===== src/verilog/twm_pkg.sv =====
/*
  Package for the two-wire master bus engine: timing constants, field widths,
  bus-line reset levels and the engine's state encoding.
  Assumes a 200 MHz clock on every module that imports it.
*/
package twm_pkg;
  // Clock period and spike filter figures
  localparam int CLK_PERIOD_PS = 5000;
  localparam int SPIKE_NS = 50;
  localparam int SPIKE_CYC = (SPIKE_NS * 1000 + CLK_PERIOD_PS - 1) / CLK_PERIOD_PS;
  // Bit rate generator: period = BASE + 2 * divisor * 4**prescale
  localparam int SCL_BASE_CYC = 16;
  localparam int DIV_W = 8;
  localparam int PS_W = 2;
  localparam int CNT_W = 24;
  localparam int PKT_BITS = 9;
  localparam logic [3:0] BIT_LAST = 4'h8;
  localparam logic LINE_IDLE = 1'b1;
  localparam logic [CNT_W-1:0] CNT_ZERO = 24'h000000;

  // Engine states, one-hot
  typedef enum logic [7:0] {
    TWM_IDLE  = 8'h01,
    TWM_START = 8'h02,
    TWM_LOW   = 8'h04,
    TWM_HIGH  = 8'h08,
    TWM_STOP1 = 8'h10,
    TWM_STOP2 = 8'h20,
    TWM_SLAVE = 8'h40,
    TWM_RSTRT = 8'h80
  } twm_state_type;
endpackage


===== src/verilog/twm_filter.sv =====
/*
  Input conditioner for one open-drain bus line: two-flop synchroniser followed
  by a spike filter that only accepts a new level once it has held steady.
  Assumes the raw line comes straight from a pad, asynchronous to clk_i.
*/
`timescale 1ns/1ps
module twm_filter #(
  parameter int HOLD_CYC = twm_pkg::SPIKE_CYC
) (
  // Clock and reset
  input wire logic clk_i,
  input wire logic nrst_i,
  // Line in and filtered level out
  input wire logic line_i,
  output logic line_o
);
  import twm_pkg::*;

  logic sync1;
  logic sync2;
  logic [7:0] stable_cnt;

  ////////////////////////////////////////////////////////////////////////////
  // Two flops before anything looks at the pad
  always_ff @(posedge clk_i) begin
    if (!nrst_i) begin
      sync1 <= LINE_IDLE;
      sync2 <= LINE_IDLE;
    end else begin
      sync1 <= line_i;
      sync2 <= sync1;
    end
  end

  // Accept a change only after it held for the spike window
  always_ff @(posedge clk_i) begin
    if (!nrst_i) begin
      stable_cnt <= 8'h00;
      line_o <= LINE_IDLE;
    end else if (sync2 == line_o) begin
      stable_cnt <= 8'h00;
    end else if (stable_cnt >= 8'(HOLD_CYC - 1)) begin
      stable_cnt <= 8'h00;
      line_o <= sync2;
    end else begin
      stable_cnt <= stable_cnt + 8'h01;
    end
  end
endmodule // twm_filter


===== src/verilog/twm_engine.sv =====
/*
  Master-side bus engine for a two-wire interface: START, nine-bit packets,
  STOP and repeated START, clock stretching, clock synchronisation, arbitration
  with fall back to slave listening, and the bit rate generator.
  Assumes a user that offers one byte at a time and open-drain pads outside.
*/
// Function
// - Transfer is START, address with direction, one or more data bytes, then STOP.
// - STOP never follows START directly; an empty message is not allowed.
// - Slave may stretch SCL low; master waits for the line to rise.
// - Master alone times the SCL high phase, unaffected by stretching.
// - High count starts on seen-high line, low count on seen-low line.
// - After each driven bit sample SDA; released high but read low loses.
// - On loss stop transmitting at once and listen as a slave.
// - After loss keep SDA released; clocking may continue to packet end.
// - Arbitration is checked on every driven bit, data bytes included; the code skips the check on the ninth (acknowledge) bit.
// - Contention leaves bits seen by slaves intact; winner proceeds unaffected.
// - Bus inputs reject glitches shorter than 50 ns.
// - SCL period is 16 plus twice divisor times four to the prescale.
// - Slave listening ignores divisor and prescale; clock must be 16x SCL.
// - SDA changes only while SCL is low, except for START and STOP.
// - Packets are nine bits MSB first; ninth bit is the acknowledge.
`timescale 1ns/1ps
module twm_engine #(
  parameter int DIV_WIDTH = twm_pkg::DIV_W
) (
  // Clock and reset
  input wire logic clk_i,
  input wire logic nrst_i,
  // Bit rate settings
  input wire logic [DIV_WIDTH-1:0] bit_rate_divisor_i,
  input wire logic [twm_pkg::PS_W-1:0] bit_rate_prescale_i,
  // Byte command port
  input wire logic cmd_valid_i,
  output logic cmd_ready_o,
  input wire logic cmd_start_i,
  input wire logic cmd_stop_i,
  input wire logic [7:0] cmd_byte_i,
  input wire logic cmd_ack_i,
  output logic done_o,
  output logic [7:0] rx_byte_o,
  output logic rx_ack_o,
  output logic arb_lost_o,
  input wire logic arb_clear_i,
  output logic busy_o,
  // Open-drain bus pins
  input wire logic scl_i,
  output logic scl_o,
  output logic scl_oe_o,
  input wire logic sda_i,
  output logic sda_o,
  output logic sda_oe_o
);
  import twm_pkg::*;

  twm_state_type state;
  logic scl_f;
  logic sda_f;
  logic scl_prev;
  logic [CNT_W-1:0] cnt;
  logic [CNT_W-1:0] half_cyc;
  logic [3:0] bit_idx;
  logic [8:0] shift;
  logic [8:0] rx_shift;
  logic stop_pend;
  logic byte_cnt;
  logic scl_drive_low;
  logic sda_drive_low;
  logic sda_hold;
  logic hold_low;

  // Half period of SCL in clock cycles, rounded so high + low = full period
  function automatic logic [CNT_W-1:0] half_period(input logic [DIV_WIDTH-1:0] dv,
                                                   input logic [PS_W-1:0] ps);
    logic [CNT_W-1:0] scaled;
    scaled = CNT_W'(dv) << (2 * ps);
    return CNT_W'(SCL_BASE_CYC / 2) + scaled;
  endfunction

  ////////////////////////////////////////////////////////////////////////////
  // Filtered bus inputs
  twm_filter u_scl_filt (
    .clk_i(clk_i),
    .nrst_i(nrst_i),
    .line_i(scl_i),
    .line_o(scl_f)
  );
  twm_filter u_sda_filt (
    .clk_i(clk_i),
    .nrst_i(nrst_i),
    .line_i(sda_i),
    .line_o(sda_f)
  );

  assign half_cyc = half_period(bit_rate_divisor_i, bit_rate_prescale_i);

  ////////////////////////////////////////////////////////////////////////////
  // Previous filtered SCL for edge detection
  always_ff @(posedge clk_i) begin
    if (!nrst_i) begin
      scl_prev <= LINE_IDLE;
    end else begin
      scl_prev <= scl_f;
    end
  end

  // Phase counter; restarts whenever the wired line changes level
  always_ff @(posedge clk_i) begin
    if (!nrst_i) begin
      cnt <= CNT_ZERO;
    end else if (scl_f != scl_prev) begin
      cnt <= CNT_ZERO;
    end else if (state == TWM_IDLE || state == TWM_SLAVE) begin
      cnt <= CNT_ZERO;
    end else if (state == TWM_HIGH && !scl_f) begin
      cnt <= CNT_ZERO;
    end else if (cnt >= half_cyc - 1) begin
      cnt <= CNT_ZERO;
    end else begin
      cnt <= cnt + 1'b1;
    end
  end

  ////////////////////////////////////////////////////////////////////////////
  // Main sequencer
  always_ff @(posedge clk_i) begin
    if (!nrst_i) begin
      state <= TWM_IDLE;
      bit_idx <= 4'h0;
      shift <= 9'h1FF;
      rx_shift <= 9'h000;
      stop_pend <= 1'b0;
      byte_cnt <= 1'b0;
      scl_drive_low <= 1'b0;
      sda_drive_low <= 1'b0;
      done_o <= 1'b0;
      rx_byte_o <= 8'h00;
      rx_ack_o <= 1'b1;
      hold_low <= 1'b0;
    end else begin
      done_o <= 1'b0;
      case (state)
        TWM_IDLE: begin
          scl_drive_low <= 1'b0;
          sda_drive_low <= 1'b0;
          byte_cnt <= 1'b0;
          hold_low <= 1'b0;
          if (cmd_valid_i && cmd_start_i && scl_f && sda_f) begin
            state <= TWM_START;
            shift <= {cmd_byte_i, 1'b1};
            stop_pend <= cmd_stop_i;
          end
        end
        TWM_START, TWM_RSTRT: begin
          // SDA falls while SCL high, then SCL falls after a half period
          // A repeated START first waits for SCL to be seen high again
          if (state == TWM_START || scl_f) begin
            sda_drive_low <= 1'b1;
          end
          if (sda_drive_low && cnt >= half_cyc - 1) begin
            scl_drive_low <= 1'b1;
            bit_idx <= 4'h0;
            byte_cnt <= 1'b0;
            state <= TWM_LOW;
          end
        end
        TWM_LOW: begin
          // Data changes only in the low phase
          sda_drive_low <= ~shift[8];
          if (scl_drive_low && cnt >= half_cyc - 1) begin
            scl_drive_low <= 1'b0;
          end else if (!scl_drive_low && scl_f) begin
            state <= TWM_HIGH;
          end
        end
        TWM_HIGH: begin
          if (!scl_f && scl_prev) begin
            // Another master pulled SCL low first; follow it
            scl_drive_low <= 1'b1;
          end
          if (cnt == 1 && scl_f && !hold_low) begin
            rx_shift <= {rx_shift[7:0], sda_f};
            if (shift[8] && !sda_f && bit_idx != BIT_LAST) begin
              state <= TWM_SLAVE;
              sda_drive_low <= 1'b0;
              scl_drive_low <= 1'b0;
            end
          end
          if (hold_low || cnt >= half_cyc - 1 || (!scl_f && scl_prev)) begin
            scl_drive_low <= 1'b1;
            if (bit_idx == BIT_LAST) begin
              // Packet results are reported once, not again while waiting
              if (!hold_low) begin
                done_o <= 1'b1;
                rx_byte_o <= rx_shift[8:1];
                rx_ack_o <= sda_f;
              end
              byte_cnt <= 1'b1;
              if (!hold_low && stop_pend && byte_cnt) begin
                state <= TWM_STOP1;
              end else if (cmd_valid_i && cmd_start_i && byte_cnt) begin
                shift <= {cmd_byte_i, 1'b1};
                stop_pend <= cmd_stop_i;
                state <= TWM_RSTRT;
                hold_low <= 1'b0;
                sda_drive_low <= 1'b0;
                scl_drive_low <= 1'b0;
              end else if (cmd_valid_i) begin
                shift <= {cmd_byte_i, cmd_ack_i};
                stop_pend <= cmd_stop_i;
                bit_idx <= 4'h0;
                hold_low <= 1'b0;
                state <= TWM_LOW;
              end else begin
                // No byte offered yet: hold SCL low as back-pressure
                bit_idx <= BIT_LAST;
                hold_low <= 1'b1;
                state <= TWM_HIGH;
                scl_drive_low <= 1'b1;
              end
            end else begin
              shift <= {shift[7:0], 1'b1};
              bit_idx <= bit_idx + 4'h1;
              state <= TWM_LOW;
            end
          end
        end
        TWM_STOP1: begin
          // SDA low, then release SCL
          sda_drive_low <= 1'b1;
          if (cnt >= half_cyc - 1) begin
            scl_drive_low <= 1'b0;
            if (scl_f) begin
              state <= TWM_STOP2;
            end
          end
        end
        TWM_STOP2: begin
          // SDA rises while SCL high
          if (cnt >= half_cyc - 1) begin
            sda_drive_low <= 1'b0;
            state <= TWM_IDLE;
          end
        end
        TWM_SLAVE: begin
          // Listen only; leave bus released until STOP is seen
          sda_drive_low <= 1'b0;
          scl_drive_low <= 1'b0;
          if (scl_f && sda_f && !sda_hold) begin
            state <= TWM_IDLE;
          end
        end
        default: begin
          state <= TWM_IDLE;
        end
      endcase
    end
  end

  // Previous SDA for STOP detection while listening
  always_ff @(posedge clk_i) begin
    if (!nrst_i) begin
      sda_hold <= LINE_IDLE;
    end else begin
      sda_hold <= sda_f;
    end
  end

  // Sticky arbitration-lost flag; a new loss wins over a clear
  always_ff @(posedge clk_i) begin
    if (!nrst_i) begin
      arb_lost_o <= 1'b0;
    end else if (state == TWM_SLAVE) begin
      arb_lost_o <= 1'b1;
    end else if (arb_clear_i) begin
      arb_lost_o <= 1'b0;
    end
  end

  ////////////////////////////////////////////////////////////////////////////
  // Pins: open drain, only ever drive low
  assign scl_o = 1'b0;
  assign sda_o = 1'b0;
  assign scl_oe_o = scl_drive_low;
  assign sda_oe_o = sda_drive_low;
  assign busy_o = (state != TWM_IDLE);
  // A byte is accepted at packet end unless a STOP is due, or when starting from idle
  assign cmd_ready_o = (state == TWM_IDLE && scl_f && sda_f && cmd_start_i) ||
                       (state == TWM_HIGH && bit_idx == BIT_LAST &&
                        (hold_low || cnt >= half_cyc - 1 || (!scl_f && scl_prev)) &&
                        !(stop_pend && byte_cnt && !hold_low));
endmodule // twm_engine


===== config.mk =====
export PLATFORM = sky130hd
export DESIGN_NAME = twm_engine
export DESIGN_NICKNAME = d
export VERILOG_FILES = /design/src/verilog/twm_pkg.sv /design/src/verilog/twm_filter.sv /design/src/verilog/twm_engine.sv
export SDC_FILE = /design/constraint.sdc
export NUM_CORES = 1
export LEC_CHECK = 0
export CAP_MARGIN = 30
export CELL_PAD_IN_SITES_DETAIL_PLACEMENT = 1
export CELL_PAD_IN_SITES_GLOBAL_PLACEMENT = 1
export CORE_MARGIN = 2
export CORE_UTILIZATION = 45
export CTS_CLUSTER_SIZE = 10
export DETAILED_ROUTE_END_ITERATION = 10
export DONT_BUFFER_PORTS = 1
export GPL_ROUTABILITY_DRIVEN = 0
export GPL_TIMING_DRIVEN = 0
export PLACE_DENSITY_LB_ADDON = 0.1
export SLEW_MARGIN = 25
export SYNTH_ARGS = -nofsm -noshare
export SYNTH_HDL_FRONTEND = slang
export SYNTH_HIERARCHICAL = 1
export SYNTH_SLANG_ARGS = --single-unit

===== constraint.sdc =====
create_clock -name clk_i -period 9.2 [get_ports clk_i]
set_input_delay 0.46 -clock clk_i [delete_from_list [all_inputs] [get_ports clk_i]]
set_output_delay 0.46 -clock clk_i [all_outputs]
set_load 0.02 [all_outputs]

=== Word-level counts from Yosys, hierarchy flattened ===
Cells that the tools add are included.

* Word-level logic and storage cells: 202
* Latch bits: 0
* ROM bits: 0
* Bits in writable memories: 0
* Register bits: 94
* Input port bits: 27
* Memories: 0

* Multiply operators: 0
* Shift-type cells: 1
* Muxes and demuxes: 69
* Magnitude comparators: 3
* Divide/modulo/power cells: 0
* Equality and inequality tests: 34
* Reduce and logical (&&, ||, !) cells: 60
* Bitwise gates (word level): 5
* $add $sub $neg: 6

{| class="wikitable"
|+ Operator list
! operator !! count
|-
| 8-bit 2-to-1 mux || 14
|-
| 8-bit case mux with 7 select lines || 1
|-
| 9-bit 2-to-1 mux || 6
|-
| 1-bit 2-to-1 mux || 34
|-
| 24-bit by 32-bit greater-or-equal comparator with 1-bit output || 1
|-
| 4-bit 2-to-1 mux || 7
|-
| 1-bit logical AND || 25
|-
| 24-bit by 1-bit subtractor with 25-bit output (second input constant) || 1
|-
| 24-bit by 1-bit adder with 24-bit output (second input constant) || 1
|-
| 4-bit by 24-bit adder with 24-bit output (first input constant) || 1
|-
| 24-bit by 1-bit == test with 1-bit output (second input constant) || 1
|-
| 8-bit by 3-bit left shift with 24-bit output || 1
|-
| 4-bit AND reduction || 5
|-
| 9-bit case mux with 2 select lines || 1
|-
| 8-bit by 1-bit adder with 8-bit output (second input constant) || 2
|-
| 8-bit by 4-bit greater-or-equal comparator with 1-bit output (second input constant) || 2
|-
| 2-bit != test (second input constant) || 8
|-
| 2-bit by 1-bit != test with 1-bit output (second input constant) || 5
|-
| 10-bit AND reduction || 1
|-
| 5-bit AND reduction || 2
|-
| 8-bit by 1-bit == test with 1-bit output (second input constant) || 1
|-
| 8-bit by 2-bit == test with 1-bit output (second input constant) || 1
|-
| 8-bit by 3-bit == test with 1-bit output (second input constant) || 1
|-
| 8-bit by 4-bit == test with 1-bit output (second input constant) || 1
|-
| other kinds (31) || 55
|}

=== Logic depth before layout (Yosys ltp) ===
Gate-level depths: netlist of run 1.

* Depth after elaboration: 10
* Depth in mapped cells: 25
* Gate-level depth less buffers: 21

=== Hierarchy ===
Netlist of run 1, hierarchy kept.

{| class="wikitable"
|+ By module, submodules not included
! module !! instances !! cells an instance !! sequential area each (um^2) !! area each (um^2)
|-
| twm_engine || 1 || 604 || 1441.4 || 5178.7
|-
| twm_filter || 2 || 36 || 220.2 || 410.4
|}

=== Worst setup path before layout of run 1 ===
Ideal clock, no wire load.

* Path kind: input to register
* Start point: in bit_rate_prescale_i[1] in the netlist's numbering
* End point: reg shift[7]
* Stages on the path: 24
* Slack: 3.312 ns
* Data required time: 9.061 ns
* Arrival: 5.749 ns
* Buffers on the path: 5
* Cells stage by stage: buf_2 -> buf_2 -> clkbuf_1 -> nor2_1 -> a21oi_1 -> ha_1 -> inv_1 -> o31a_4 -> o41a_1 -> or3b_1 -> nor3_2 -> nand2_1 -> xnor2_1 -> ha_1 -> nand4_1 -> nor2_1 -> or4b_1 -> a31oi_1 -> or2_2 -> clkbuf_1 -> o221ai_4 -> buf_4 -> nor2_1 -> a311oi_1

* Cells in the longest elaborated chain, start to end: 8

{| class="wikitable"
|+ Ends and longest elaborated chain
! element !! line !! source
|-
| start, declared || twm_engine.sv:32 || <nowiki>input wire logic [twm_pkg::PS_W-1:0] bit_rate_prescale_i,</nowiki>
|-
| 8-bit by 3-bit left shift with 24-bit output || twm_engine.sv:76 || <nowiki>scaled = CNT_W'(dv) << (2 * ps);</nowiki>
|-
| 4-bit by 24-bit adder with 24-bit output || twm_engine.sv:77 || <nowiki>return CNT_W'(SCL_BASE_CYC / 2) + scaled;</nowiki>
|-
| 24-bit by 1-bit subtractor with 25-bit output || twm_engine.sv:189 || <nowiki>if (hold_low || cnt >= half_cyc - 1 || (!scl_f && scl_prev)) begin</nowiki>
|-
| 24-bit by 32-bit greater-or-equal comparator with 1-bit output || twm_engine.sv:189 ||
|-
| 1-bit logical OR (2 in series) || twm_engine.sv:189 ||
|-
| 2-bit by 1-bit != test with 1-bit output (no source line) || n/a ||
|-
| 5-bit AND reduction (no source line) || n/a ||
|-
| end signal, assigned || twm_engine.sv:202 || <nowiki>shift <= {cmd_byte_i, 1'b1};</nowiki>
|-
| end signal, assigned || twm_engine.sv:209 || <nowiki>shift <= {cmd_byte_i, cmd_ack_i};</nowiki>
|-
| end signal, assigned || twm_engine.sv:222 || <nowiki>shift <= {shift[7:0], 1'b1};</nowiki>
|-
| end, declared || twm_engine.sv:63 || <nowiki>logic [8:0] shift;</nowiki>
|}

Every way passes these cells.
A chain may end at the register's enable or synchronous reset.

=== Worst setup path in the final report of run 1 ===
* Start point: in bit_rate_prescale_i[1] in the netlist's numbering
* End point: out cmd_ready_o

* Cells in the longest elaborated chain, start to end: 9

{| class="wikitable"
|+ Ends and longest elaborated chain
! element !! line !! source
|-
| 8-bit by 3-bit left shift with 24-bit output || twm_engine.sv:76 ||
|-
| 4-bit by 24-bit adder with 24-bit output || twm_engine.sv:77 ||
|-
| 24-bit by 1-bit subtractor with 25-bit output || twm_engine.sv:290 || <nowiki>(hold_low || cnt >= half_cyc - 1 || (!scl_f && scl_prev)) &&</nowiki>
|-
| 24-bit by 32-bit greater-or-equal comparator with 1-bit output || twm_engine.sv:290 ||
|-
| 1-bit logical OR (2 in series) || twm_engine.sv:290 ||
|-
| 1-bit logical AND || twm_engine.sv:289 || <nowiki>(state == TWM_HIGH && bit_idx == BIT_LAST &&</nowiki>
|-
| 1-bit logical AND || twm_engine.sv:290 ||
|-
| 1-bit logical OR || twm_engine.sv:288 || <nowiki>assign cmd_ready_o = (state == TWM_IDLE && scl_f && sda_f && cmd_start_i) ||</nowiki>
|-
| end, declared || twm_engine.sv:35 || <nowiki>output logic cmd_ready_o,</nowiki>
|}

Every way passes these cells.

==> results of run 1 <==
==> metrics by stage <==
step	hold WS (ns)	std cells	utilization (%)
finish	0.185	877	49.8
detailed placement	0.397	859	47.5
global route	0.172	877	49.8
floorplan	0.386	683	-
global placement	0.393	859	47.5
CTS	0.173	875	49.8
==> sequential cells by signal, indices dropped and copies added (netlist names), 4 cells and up <==
register and count:
bit_idx 4, cnt 24, rx_byte_o 8, rx_shift 9, shift 9, state 8
u_scl_filt/stable_cnt 8, u_sda_filt/stable_cnt 8
==> worst reg2reg max path: cells and delay by family, from the launching register on <==
kind,cells,cell delay [ns]
AO/OA/AOI/OAI,4,1.23
AND/OR/NAND/NOR,3,0.84
buffers and inverters,2,0.54
flip-flops,1,0.48
adder cells (fa/ha/maj),1,0.27
==> cells by family (layout without fill, tap and decap cells) <==
logic type	Yosys count	count (layout)
adder cells (fa/ha/maj)	38	38
other	3	10
multiplexers	38	38
XOR/XNOR	44	44
flip-flops	94	94
AO/OA/AOI/OAI	123	123
buffers and inverters	53	71
AND/OR/NAND/NOR	283	283
==> cell usage in the layout, fill, tap and decap left out, types with 6 or more instances in the layout <==
master	n
and4_1	8
conb_1	10
a311oi_1	9
a21oi_1	26
ha_1	38
o21a_1	7
nand4_1	13
dfxtp_1	94
clkbuf_16	9
nor4b_1	7
nand3_1	28
inv_1	27
xor2_1	24
nor2_4	10
nand2b_1	11
o21ai_0	15
mux2i_1	28
o211ai_1	8
nand2_1	50
or2_2	6
nor3_1	14
xnor2_1	20
clkbuf_1	13
and3_1	10
nor2_1	89
a32o_1	9
==> final timing paths <==
check | end
max | cmd_ready_o
min | u_sda_filt/sync2
max reg2reg | stop_pend
min reg2reg | u_sda_filt/sync2
==> cell type report <==
class | count | share of cell area, %
inverters | 29 | 1.70
repair buffers | 2 | 0.153
plain buffers | 24 | 2.06
clock inverters | 7 | 0.994
clock buffers | 9 | 3.44
multi-input cells | 536 | 59.5
well taps | 176 | 3.36
flip-flops and latches | 94 | 28.7
==> layer usage <==
metal	vias up	track usage, %
li1	2500	-
met1	2463	29.6
met2	95	38.8
met3	17	4.74
met4	0	5.88
met5	-	0
==> power groups by stage <==
| stage | sequential, mW | clock [mW] | combinational, mW |
|---|---|---|---|
| floorplan | 0.435 | 0 | 0.113 |
| global placement | 0.438 | 0 | 0.140 |
| detailed placement | 0.439 | 0 | 0.144 |
| CTS | 0.429 | 0.377 | 0.145 |
| global route | 0.431 | 0.396 | 0.159 |
| finish | 0.429 | 0.367 | 0.145 |
==> impl_summary.txt, run 1 <==
----------------------------------------------------
[Routing]
  DR WL met3 ... between 700 and 800 um
  Via Count ... between 5000 and 6000
  Final ANT Viol Nets ... 0
  Average wire per standard cell ... roughly 18 um
  Final routed DRC violation total ... 0
  1st-iter DRT viols ... between 300 and 400
  Avg Vias per Cell ... 5.79
  Aggregate routed wire length ... between 15000 and 20000 um
  WL met2 ... 7520 um
  Uppermost layer routed ... met4
  Pre-Repair DR Iteration Count ... 4
  Met1 Wirelength ... about 7200 um

[Power]
  Pwr/cell area ... roughly 140 mW/mm^2
  Overall power of the completed layout ... roughly 0.94 mW
  Share of total power in sequential cells ... between 40% and 50%
  Leakage dissipation ... 2.44 nW
  Switching pwr ... 0.283 mW
  Internal power ... between 0.6 and 0.7 mW
  Worst vdd rail ir drop ... 0.135 mV
  Switch share ... between 30% and 40%
  Combinational power share ... between 15 and 20%
  Clock network power share ... 39.0%

[GRT]
  Number of global-route vias before repair ... 5315
  Pin count of the biggest net entering global routing ... 19
  Total grt overflow ... 0
  Antenna violations before repair ... 0
  Wire length of the first global-routing pass ... between 20000 and 30000 um
  GRT Util Overall ... 22.9%

[Worst hold path]
  Min-Delay Path Class ... input pin to flip-flop
  Hold Path Stages ... 1
  Hold_sp ... nrst_i

[STA]
  Final count of negative-setup-slack endpoints ... 0
  Post-route minimum period ... about 6.8 ns
  Share of the clock period used by the worst path ... 74.0%
  Transition at the pin with the smallest max-transition slack ... 0.853 ns
  Unrepaired setup endpoints after global routing ... no
  Number of slew-limit violations in the final report ... 0
  Count of endpoints failing hold in the final timing report ... 0
  Worst slew slack as a fraction of its limit ... roughly 43%
  Max Clk Rate ... between 100 and 150 MHz
  Skew final ... 0.0124 ns
  Setup slack after layout ... 2.39 ns
  Final total negative setup slack ... 0 ns

[Die]
  Die Span Y ... about 120 um
  Standard-cell rows ... 42
  Core Region ... roughly 0.013 mm^2
  Number of ports placed on the die boundary ... 44
  Area of the die ... around 0.014 mm^2
  Horiz. Die Dim ... roughly 120 um
  Initial core utilization ... roughly 46%

[Setup path]
  Data required time of the critical path ... 8.74 ns
  Crit-path most repeated cell ... nor2_1
  Cell depth of the worst setup path ... 21
  Buffers plus inverters on the worst setup path ... 4
  Delay-heaviest family, CP ... compound AO/OA/AOI/OAI gates
  Element type at the critical path start ... input pin
  Source of the worst register-to-register timing path ... cnt[0]
  Arrival time worst endpoint ... 6.35 ns
  CP peak stage delay ... ~0.51 ns
  Cell with the largest stage delay on the worst path ... or4b_1
  Critical Path Sink Type ... output pin
  Worst path cell trace ... buf_2 > buf_2 > clkbuf_1 > nor2_1 > a21oi_1 > ha_1 > inv_1 > o31a_4 > o41a_1 > or3b_1 > nor3_2 > nand2_1 > xnor2_1 > ha_1 > nand4_1 > nor2_1 > or4b_1 > a31oi_1 > nor2_1 > o21ai_2 > a32o_1
  Critical setup path kind ... input pin to output pin
  Slack of the worst reg-to-reg path ... between 5 and 6 ns
  Worst Path Max Fanout ... 10
  Critical Path Start ... bit_rate_prescale_i[1]
  R2R depth ... 10

[Synth]
  Number of distinct library cells after synthesis ... 84
  Xor and xnor fraction of the mapped netlist area ... 6.42%
  Mapped Cells ... around 680
  Most instantiated cells after synthesis ... dfxtp_1 (94), nor2_1 (89), nand2_1 (50), ha_1 (38)
  Synth area leader ... dfxtp_1
  Share of synthesized area occupied by flip-flops and latches ... 31.4%
  Most frequently used flop master after synthesis ... dfxtp_1
  Basic-gate share of the synthesized area counting and, or, nand and nor cells ... 26.6%
  Mux cell area share after synthesis ... ~7.2%
  Number of enable-type register cells in the synthesized netlist ... 0
  Top-count cell post-synth ... dfxtp_1
  Top area cells in the synthesized netlist ... dfxtp_1 (31%), ha_1 (7.9%), nor2_1 (5.6%)
  Compound-cell area share of the yosys netlist ... between 10% and 20%
  Main combinational cell family by area after synthesis ... simple AND/OR/NAND/NOR gates
  Adder-cell area share of the yosys netlist ... a little under 8%
  Count of warnings emitted by yosys ... 6
  Post-synthesis area per instance ... 8.88 um^2
  Netlist area before placement ... roughly 0.006 mm^2
  Flip-flop and latch count after synthesis ... 94
  Fraction of post-synthesis cell area in the top cell type by area ... 31.4%
  Fraction of registers with async set or reset after synthesis ... 0%

[Run]
  Number of max-cap violations ... 0

[Status]
  Status ... finished, final reports clean

[Clock tree]
  Bufs on Longest Clock Path ... 2
  Sink count of the clock tree ... 94
  Clock tree from TritonCTS ... built
  Resize count post-CTS ... 0
  Number of buffers added for setup after CTS ... 0
  CTS H-tree lvls ... 3
  Post-CTS Hold Fix Bufs ... 0
  Clock latency on the worst-skew pair ... 0.36 ns
  Number of CTS-inserted buffers ... 9
  CTS Root Cell ... clkbuf_16
  Clock transition time at the flip-flop clock pins of the worst setup and hold paths ... approximately 0.070 ns

[Finish]
  Nets ... roughly 760
  Multi-input combinational cell area ... 0.00390 mm^2
  Count of fill cells added during filler insertion ... approximately 1500
  Layout-stage area growth over the synthesis result ... 9.11%
  FF/Latch Area ... roughly 0.0019 mm^2
  Cell area after layout ... around 0.0065 mm^2
  Layout cells sized above 1 ... 11.0%
  Diode count ... 0

[Placed design]
  Number of port buffers ... 0
  Worst slack at placement ... 2.28 ns
  Detailed placer's ending HPWL ... around 12000 um
  Standard cell area after detailed placement ... 0.00625 mm^2

----------------------------------------------------
(Power assumes the default switching activity.)
==> run 2, diff against run 1 <==
==> constraint.sdc (replaced) <==
create_clock -name clk_i -period 6.9 [get_ports clk_i]
set_input_delay 0.345 -clock clk_i [delete_from_list [all_inputs] [get_ports clk_i]]
set_output_delay 0.345 -clock clk_i [all_outputs]
set_load 0.02 [all_outputs]
==> impl_summary.txt, run 2 (synthesis results as in run 1) <==
----------------------------------------------------
[Status]
  Status ... finished, final reports clean

[Setup path]
  Arrival time worst endpoint ... around 5.9 ns
  Data required time of the critical path ... between 6 and 7 ns
  Critical setup path kind ... input pin to output pin
  Element type at the critical path start ... input pin
  Critical Path Sink Type ... output pin
  Worst Path Max Fanout ... 19

[Die]
  Horiz. Die Dim ... between 100 and 150 um
  Core Region ... around 0.013 mm^2
  Number of ports placed on the die boundary ... 44
  Initial core utilization ... a little under half
  Standard-cell rows ... between 40 and 50
  Die Span Y ... 119 um
  Area of the die ... 0.0143 mm^2

[Finish]
  Registers with the most flip-flops ... cnt x24, rx_shift x9, shift x9
  Diode count ... 0
  Register with the most flip-flops ... cnt
  Layout-stage area growth over the synthesis result ... 9.05%
  Nets ... 760
  Count of fill cells added during filler insertion ... between 1500 and 2000
  Number of flip-flops in the largest register ... 24
  Most frequent cells in the layout ... dfxtp_1 (94), nor2_1 (89), nand2_1 (50)
  Most frequent standard cell in the layout excluding fill and tap cells ... dfxtp_1
  Layout cells sized above 1 ... between 10 and 15%

[STA]
  Worst slew slack as a fraction of its limit ... between 40% and 50%
  Final count of negative-setup-slack endpoints ... 0
  Number of slew-limit violations in the final report ... 0
  Worst hold margin ... 0.0700 ns
  Skew final ... ~0.016 ns
  Final total negative setup slack ... 0 ns
  Post-route minimum period ... about 6.3 ns
  Transition at the pin with the smallest max-transition slack ... ~0.83 ns
  Max Clk Rate ... 159 MHz
  Unrepaired setup endpoints after global routing ... no
  Share of the clock period used by the worst path ... approximately nine tenths
  Count of endpoints failing hold in the final timing report ... 0

[GRT]
  Total grt overflow ... 0
  Antenna violations before repair ... 0
  GRT Util Overall ... a little under a quarter
  Number of global-route vias before repair ... 5315
  Wire length of the first global-routing pass ... approximately 26000 um
  Pin count of the biggest net entering global routing ... 19

[Clock tree]
  Sink count of the clock tree ... 94
  CTS H-tree lvls ... 3
  Post-CTS Hold Fix Bufs ... 0
  Bufs on Longest Clock Path ... 2
  Clock tree from TritonCTS ... built
  CTS Root Cell ... clkbuf_16
  Number of buffers added for setup after CTS ... 0
  Clock transition time at the flip-flop clock pins of the worst setup and hold paths ... about 0.070 ns
  Resize count post-CTS ... 0
  Number of CTS-inserted buffers ... 9
  Clock latency on the worst-skew pair ... roughly 0.36 ns

[Worst hold path]
  Min-Delay Path Class ... input pin to flip-flop

[Placed design]
  Detailed placer's ending HPWL ... 12100 um
  Number of port buffers ... 0

[Routing]
  Average wire per standard cell ... 17.9 um
  Aggregate routed wire length ... between 15000 and 20000 um
  Final routed DRC violation total ... 0
  Pre-Repair DR Iteration Count ... 4
  Via Count ... around 5000
  Avg Vias per Cell ... approximately 5.8
  1st-iter DRT viols ... ~360
  Final ANT Viol Nets ... 0

[Run]
  Number of max-cap violations ... 0

[Power]
  Leakage dissipation ... 2.44 nW
  Pwr/cell area ... 192 mW/mm^2
  Worst vdd rail ir drop ... between 0.15 and 0.2 mV

----------------------------------------------------
-- run 2: cell types whose count changed in the layout (fill, tap and decap cells not counted) --
cell and delta:
clkbuf_1 -1
-- run 2: path summary, 6_finish.rpt --
path,start,slack [ns],to,cells past startpoint
worst min register to register,u_sda_filt/sync1,0.41,u_sda_filt/sync2,1
worst max-delay path,bit_rate_prescale_i[1],0.62,cmd_ready_o,20
worst max register to register,cnt[0],3.44,stop_pend,10
worst min-delay path,nrst_i,0.07,u_sda_filt/sync2,1
-- run 2: metrics by stage --
step	setup slack [ns]	std cells	instance area, um^2	power [mW]	util [%]
2_1_floorplan	1.13	683	6030	0.730	-
3_5_place_dp	0.0951	859	6250	0.777	47.5
4_1_cts	0.275	875	6540	1.27	49.8
6_report	0.622	876	6540	1.26	49.8
5_1_grt	0.218	876	6540	1.31	49.8
3_3_place_gp	0.258	859	6250	0.770	47.5
-- run 2: worst max-delay path, cell delays in order --
cell and delay [ns]:
buf_2 0.18, buf_2 0.38, nor2_1 0.09, a21oi_1 0.19
ha_1 0.25, inv_1 0.09, o31a_4 0.40, o41a_1 0.51
or3b_1 0.46, nor3_2 0.32, nand2_1 0.12, xnor2_1 0.15
ha_1 0.30, nand4_1 0.13, nor2_1 0.20, or4b_1 0.51
a31oi_1 0.40, nor2_1 0.15, o21ai_2 0.36, a32o_1 0.38
-- run 2: cell type report --
cell class / count / area (um^2) / area share, %
buffer: 23 / 131 / 2.01
inverter: 29 / 111 / 1.70
clock buffer: 9 / 225 / 3.44
timing repair buffer: 2 / 10.0 / 0.153
clock inverter: 7 / 65.1 / 0.994
sequential: 94 / 1880 / 28.8
tap: 176 / 220 / 3.37
multi-input combinational: 536 / 3900 / 59.6
-- run 2: per-layer routing --
metal | global-route usage (%) | up-vias | share of wire (%)
met3 | 4.74 | 14 | 4.1
met4 | 5.88 | 0 | 1.2
li1 | - | 2500 | -
met5 | 0 | - | 0
met1 | 29.6 | 2491 | 47
met2 | 38.8 | 71 | 48
-- run 2: report_power, final --
| group | switching, mW | internal (mW) | total, mW |
|---|---|---|---|
| Combinational | 0.124 | 0.0688 | 0.193 |
| Clock | 0.237 | 0.253 | 0.491 |
| Sequential | 0.0166 | 0.556 | 0.572 |
| Total | 0.378 | 0.878 | 1.26 |
==> run 3, diff against run 2 <==
--- a/config.mk
+++ b/config.mk
@@ -6,10 +6,10 @@
 export NUM_CORES = 1
 export LEC_CHECK = 0
 export CAP_MARGIN = 30
-export CELL_PAD_IN_SITES_DETAIL_PLACEMENT = 1
-export CELL_PAD_IN_SITES_GLOBAL_PLACEMENT = 1
+export CELL_PAD_IN_SITES_DETAIL_PLACEMENT = 2
+export CELL_PAD_IN_SITES_GLOBAL_PLACEMENT = 2
 export CORE_MARGIN = 2
-export CORE_UTILIZATION = 45
+export CORE_UTILIZATION = 40
 export CTS_CLUSTER_SIZE = 10
 export DETAILED_ROUTE_END_ITERATION = 10
 export DONT_BUFFER_PORTS = 1
==> impl_summary.txt, run 3 (synthesis results as in run 1) <==
----------------------------------------------------
[Routing]
  Average wire per standard cell ... about 21 um
  Avg Vias per Cell ... about 5.8
  Final ANT Viol Nets ... 0
  Pre-Repair DR Iteration Count ... 4
  1st-iter DRT viols ... approximately 230
  Via Count ... 5132
  Final routed DRC violation total ... 0
  Aggregate routed wire length ... ~18000 um

[Finish]
  Diode count ... 0
  Multi-input combinational cell area ... roughly 0.0039 mm^2
  Layout cells sized above 1 ... 10.9%
  Layout-stage area growth over the synthesis result ... 9.26%
  Cell area after layout ... between 0.006 and 0.007 mm^2
  Most frequent cells in the layout ... dfxtp_1 (94), nor2_1 (89), nand2_1 (50)
  Count of fill cells added during filler insertion ... approximately 1600
  FF/Latch Area ... approximately 0.0019 mm^2
  Nets ... 757
  Final std cells w/o fill ... just under 900
  Registers with the most flip-flops ... cnt x24, rx_shift x9, shift x9
  Register with the most flip-flops ... cnt
  Most frequent standard cell in the layout excluding fill and tap cells ... dfxtp_1
  Number of flip-flops in the largest register ... 24

[Power]
  Worst vdd rail ir drop ... between 0.15 and 0.2 mV
  Internal power ... roughly 0.88 mW
  Switch share ... between 30% and 40%
  Leakage dissipation ... roughly 2.4 nW
  Clock network power share ... 39.7%
  Pwr/cell area ... about 200 mW/mm^2
  Switching pwr ... ~0.40 mW
  Overall power of the completed layout ... 1.28 mW
  Combinational power share ... ~16%
  Share of total power in sequential cells ... about 45%

[STA]
  Number of slew-limit violations in the final report ... 0
  Setup slack after layout ... between 0.5 and 0.6 ns
  Share of the clock period used by the worst path ... 92.3%
  Max Clk Rate ... 157 MHz
  Worst slew slack as a fraction of its limit ... approximately 34%
  Count of endpoints failing hold in the final timing report ... 0
  Worst hold margin ... roughly 0.053 ns
  Post-route minimum period ... 6.37 ns
  Transition at the pin with the smallest max-transition slack ... 0.979 ns
  Unrepaired setup endpoints after global routing ... no
  Final count of negative-setup-slack endpoints ... 0
  Skew final ... 0.0106 ns

[GRT]
  GRT Util Overall ... a little under a quarter
  Antenna violations before repair ... 0
  Number of global-route vias before repair ... 5770
  Total grt overflow ... 0
  Wire length of the first global-routing pass ... 30700 um
  Pin count of the biggest net entering global routing ... 20

[Clock tree]
  Number of CTS-inserted buffers ... 9
  Clock tree from TritonCTS ... built
  CTS H-tree lvls ... 3
  Clock latency on the worst-skew pair ... about 0.36 ns
  Sink count of the clock tree ... 94
  CTS Root Cell ... clkbuf_16
  Bufs on Longest Clock Path ... 2
  Post-CTS Hold Fix Bufs ... 0
  Clock transition time at the flip-flop clock pins of the worst setup and hold paths ... about 0.07 ns
  Number of buffers added for setup after CTS ... 0
  Resize count post-CTS ... 0

[Die]
  Area of the die ... around 0.016 mm^2
  Horiz. Die Dim ... about 130 um
  Die Span Y ... 126 um
  Core Region ... roughly 0.015 mm^2
  Standard-cell rows ... 44
  Initial core utilization ... approximately two fifths
  Number of ports placed on the die boundary ... 44

[Placed design]
  Placed Cells incl. Taps ... roughly 870
  Detailed placer's ending HPWL ... between 10000 and 15000 um
  Worst slack at placement ... -0.0931 ns
  Number of port buffers ... 0
  Standard cell area after detailed placement ... between 0.006 and 0.007 mm^2

[Status]
  Status ... finished, final reports clean

[Setup path]
  Arrival time worst endpoint ... roughly 6 ns
  Worst path cell trace ... buf_2 > buf_2 > nor2_1 > a21oi_1 > ha_1 > inv_1 > o31a_4 > o41a_1 > or3b_1 > nor3_2 > nand2_1 > xnor2_1 > ha_1 > nand4_1 > nor2_1 > or4b_1 > a31oi_1 > nor2_1 > o21ai_2 > a32o_1
  Cell with the largest stage delay on the worst path ... o41a_1
  Element type at the critical path start ... input pin
  Critical setup path kind ... input pin to output pin
  Data required time of the critical path ... around 6.6 ns
  Worst Path Max Fanout ... 19
  Crit-path most repeated cell ... nor2_1
  CP peak stage delay ... just over 0.5 ns
  Critical Path Sink Type ... output pin

[Run]
  Number of max-cap violations ... 0

[Worst hold path]
  Min-Delay Path Class ... input pin to flip-flop

----------------------------------------------------
-- run 3: changes by cell type in the layout (fill, tap and decap cells not counted), sizes merged --
| cell | before | now |
|---|---|---|
| clkbuf | 23 | 20 |
| inv | 32 | 31 |
| clkinv | 3 | 4 |
-- run 3: worst max-delay path: cells and delay by family --
| family | cells | cell delay (ns) |
|---|---|---|
| AND/OR/NAND/NOR | 8 | 1.98 |
| AO/OA/AOI/OAI | 6 | 2.30 |
| adder cells (fa/ha/maj) | 2 | 0.55 |
| XOR/XNOR | 1 | 0.17 |
| buffers and inverters | 3 | 0.65 |
-- run 3: power groups by stage --
| stage | clock network, mW | registers, mW | logic [mW] |
|---|---|---|---|
| CTS | 0.520 | 0.573 | 0.200 |
| global route | 0.539 | 0.575 | 0.221 |
| floorplan | 0 | 0.580 | 0.150 |
| finish | 0.508 | 0.573 | 0.199 |
| detailed placement | 0 | 0.585 | 0.199 |
| global placement | 0 | 0.584 | 0.189 |
-- run 3: metrics by stage --
| step | utilization, % | TNS, ns |
|---|---|---|
| 5_1_grt | 44.9 | 0 |
| 4_1_cts | 44.9 | 0 |
| 2_1_floorplan | - | 0 |
| 3_3_place_gp | 42.9 | 0 |
| 3_5_place_dp | 42.9 | -0.272 |
| 6_report | 44.9 | 0 |
-- run 3: metal layers --
metal	global-route usage [%]	wire [um]	up-vias
met3	3.12	558	18
li1	-	-	2481
met5	0	0	-
met1	32.7	8690	2569
met2	40.0	8710	64
met4	6.14	228	0
-- run 3: final cells by class --
cell class / count / share of cell area (%)
Tap cell: 184 / 3.51
Sequential cell: 94 / 28.7
Inverter: 29 / 1.70
Clock buffer: 9 / 3.44
Multi-Input combinational cell: 536 / 59.6
Buffer: 22 / 1.95
Clock inverter: 7 / 1.15
-- run 3: path summary, 6_finish.rpt --
check | cells after the start | start | slack (ns) | to
max | 20 | bit_rate_prescale_i[1] | 0.53 | cmd_ready_o
min | 1 | nrst_i | 0.05 | u_sda_filt/sync1
max reg2reg | 11 | cnt[0] | 3.45 | rx_byte_o[0]
min reg2reg | 1 | u_sda_filt/sync1 | 0.43 | u_sda_filt/sync2
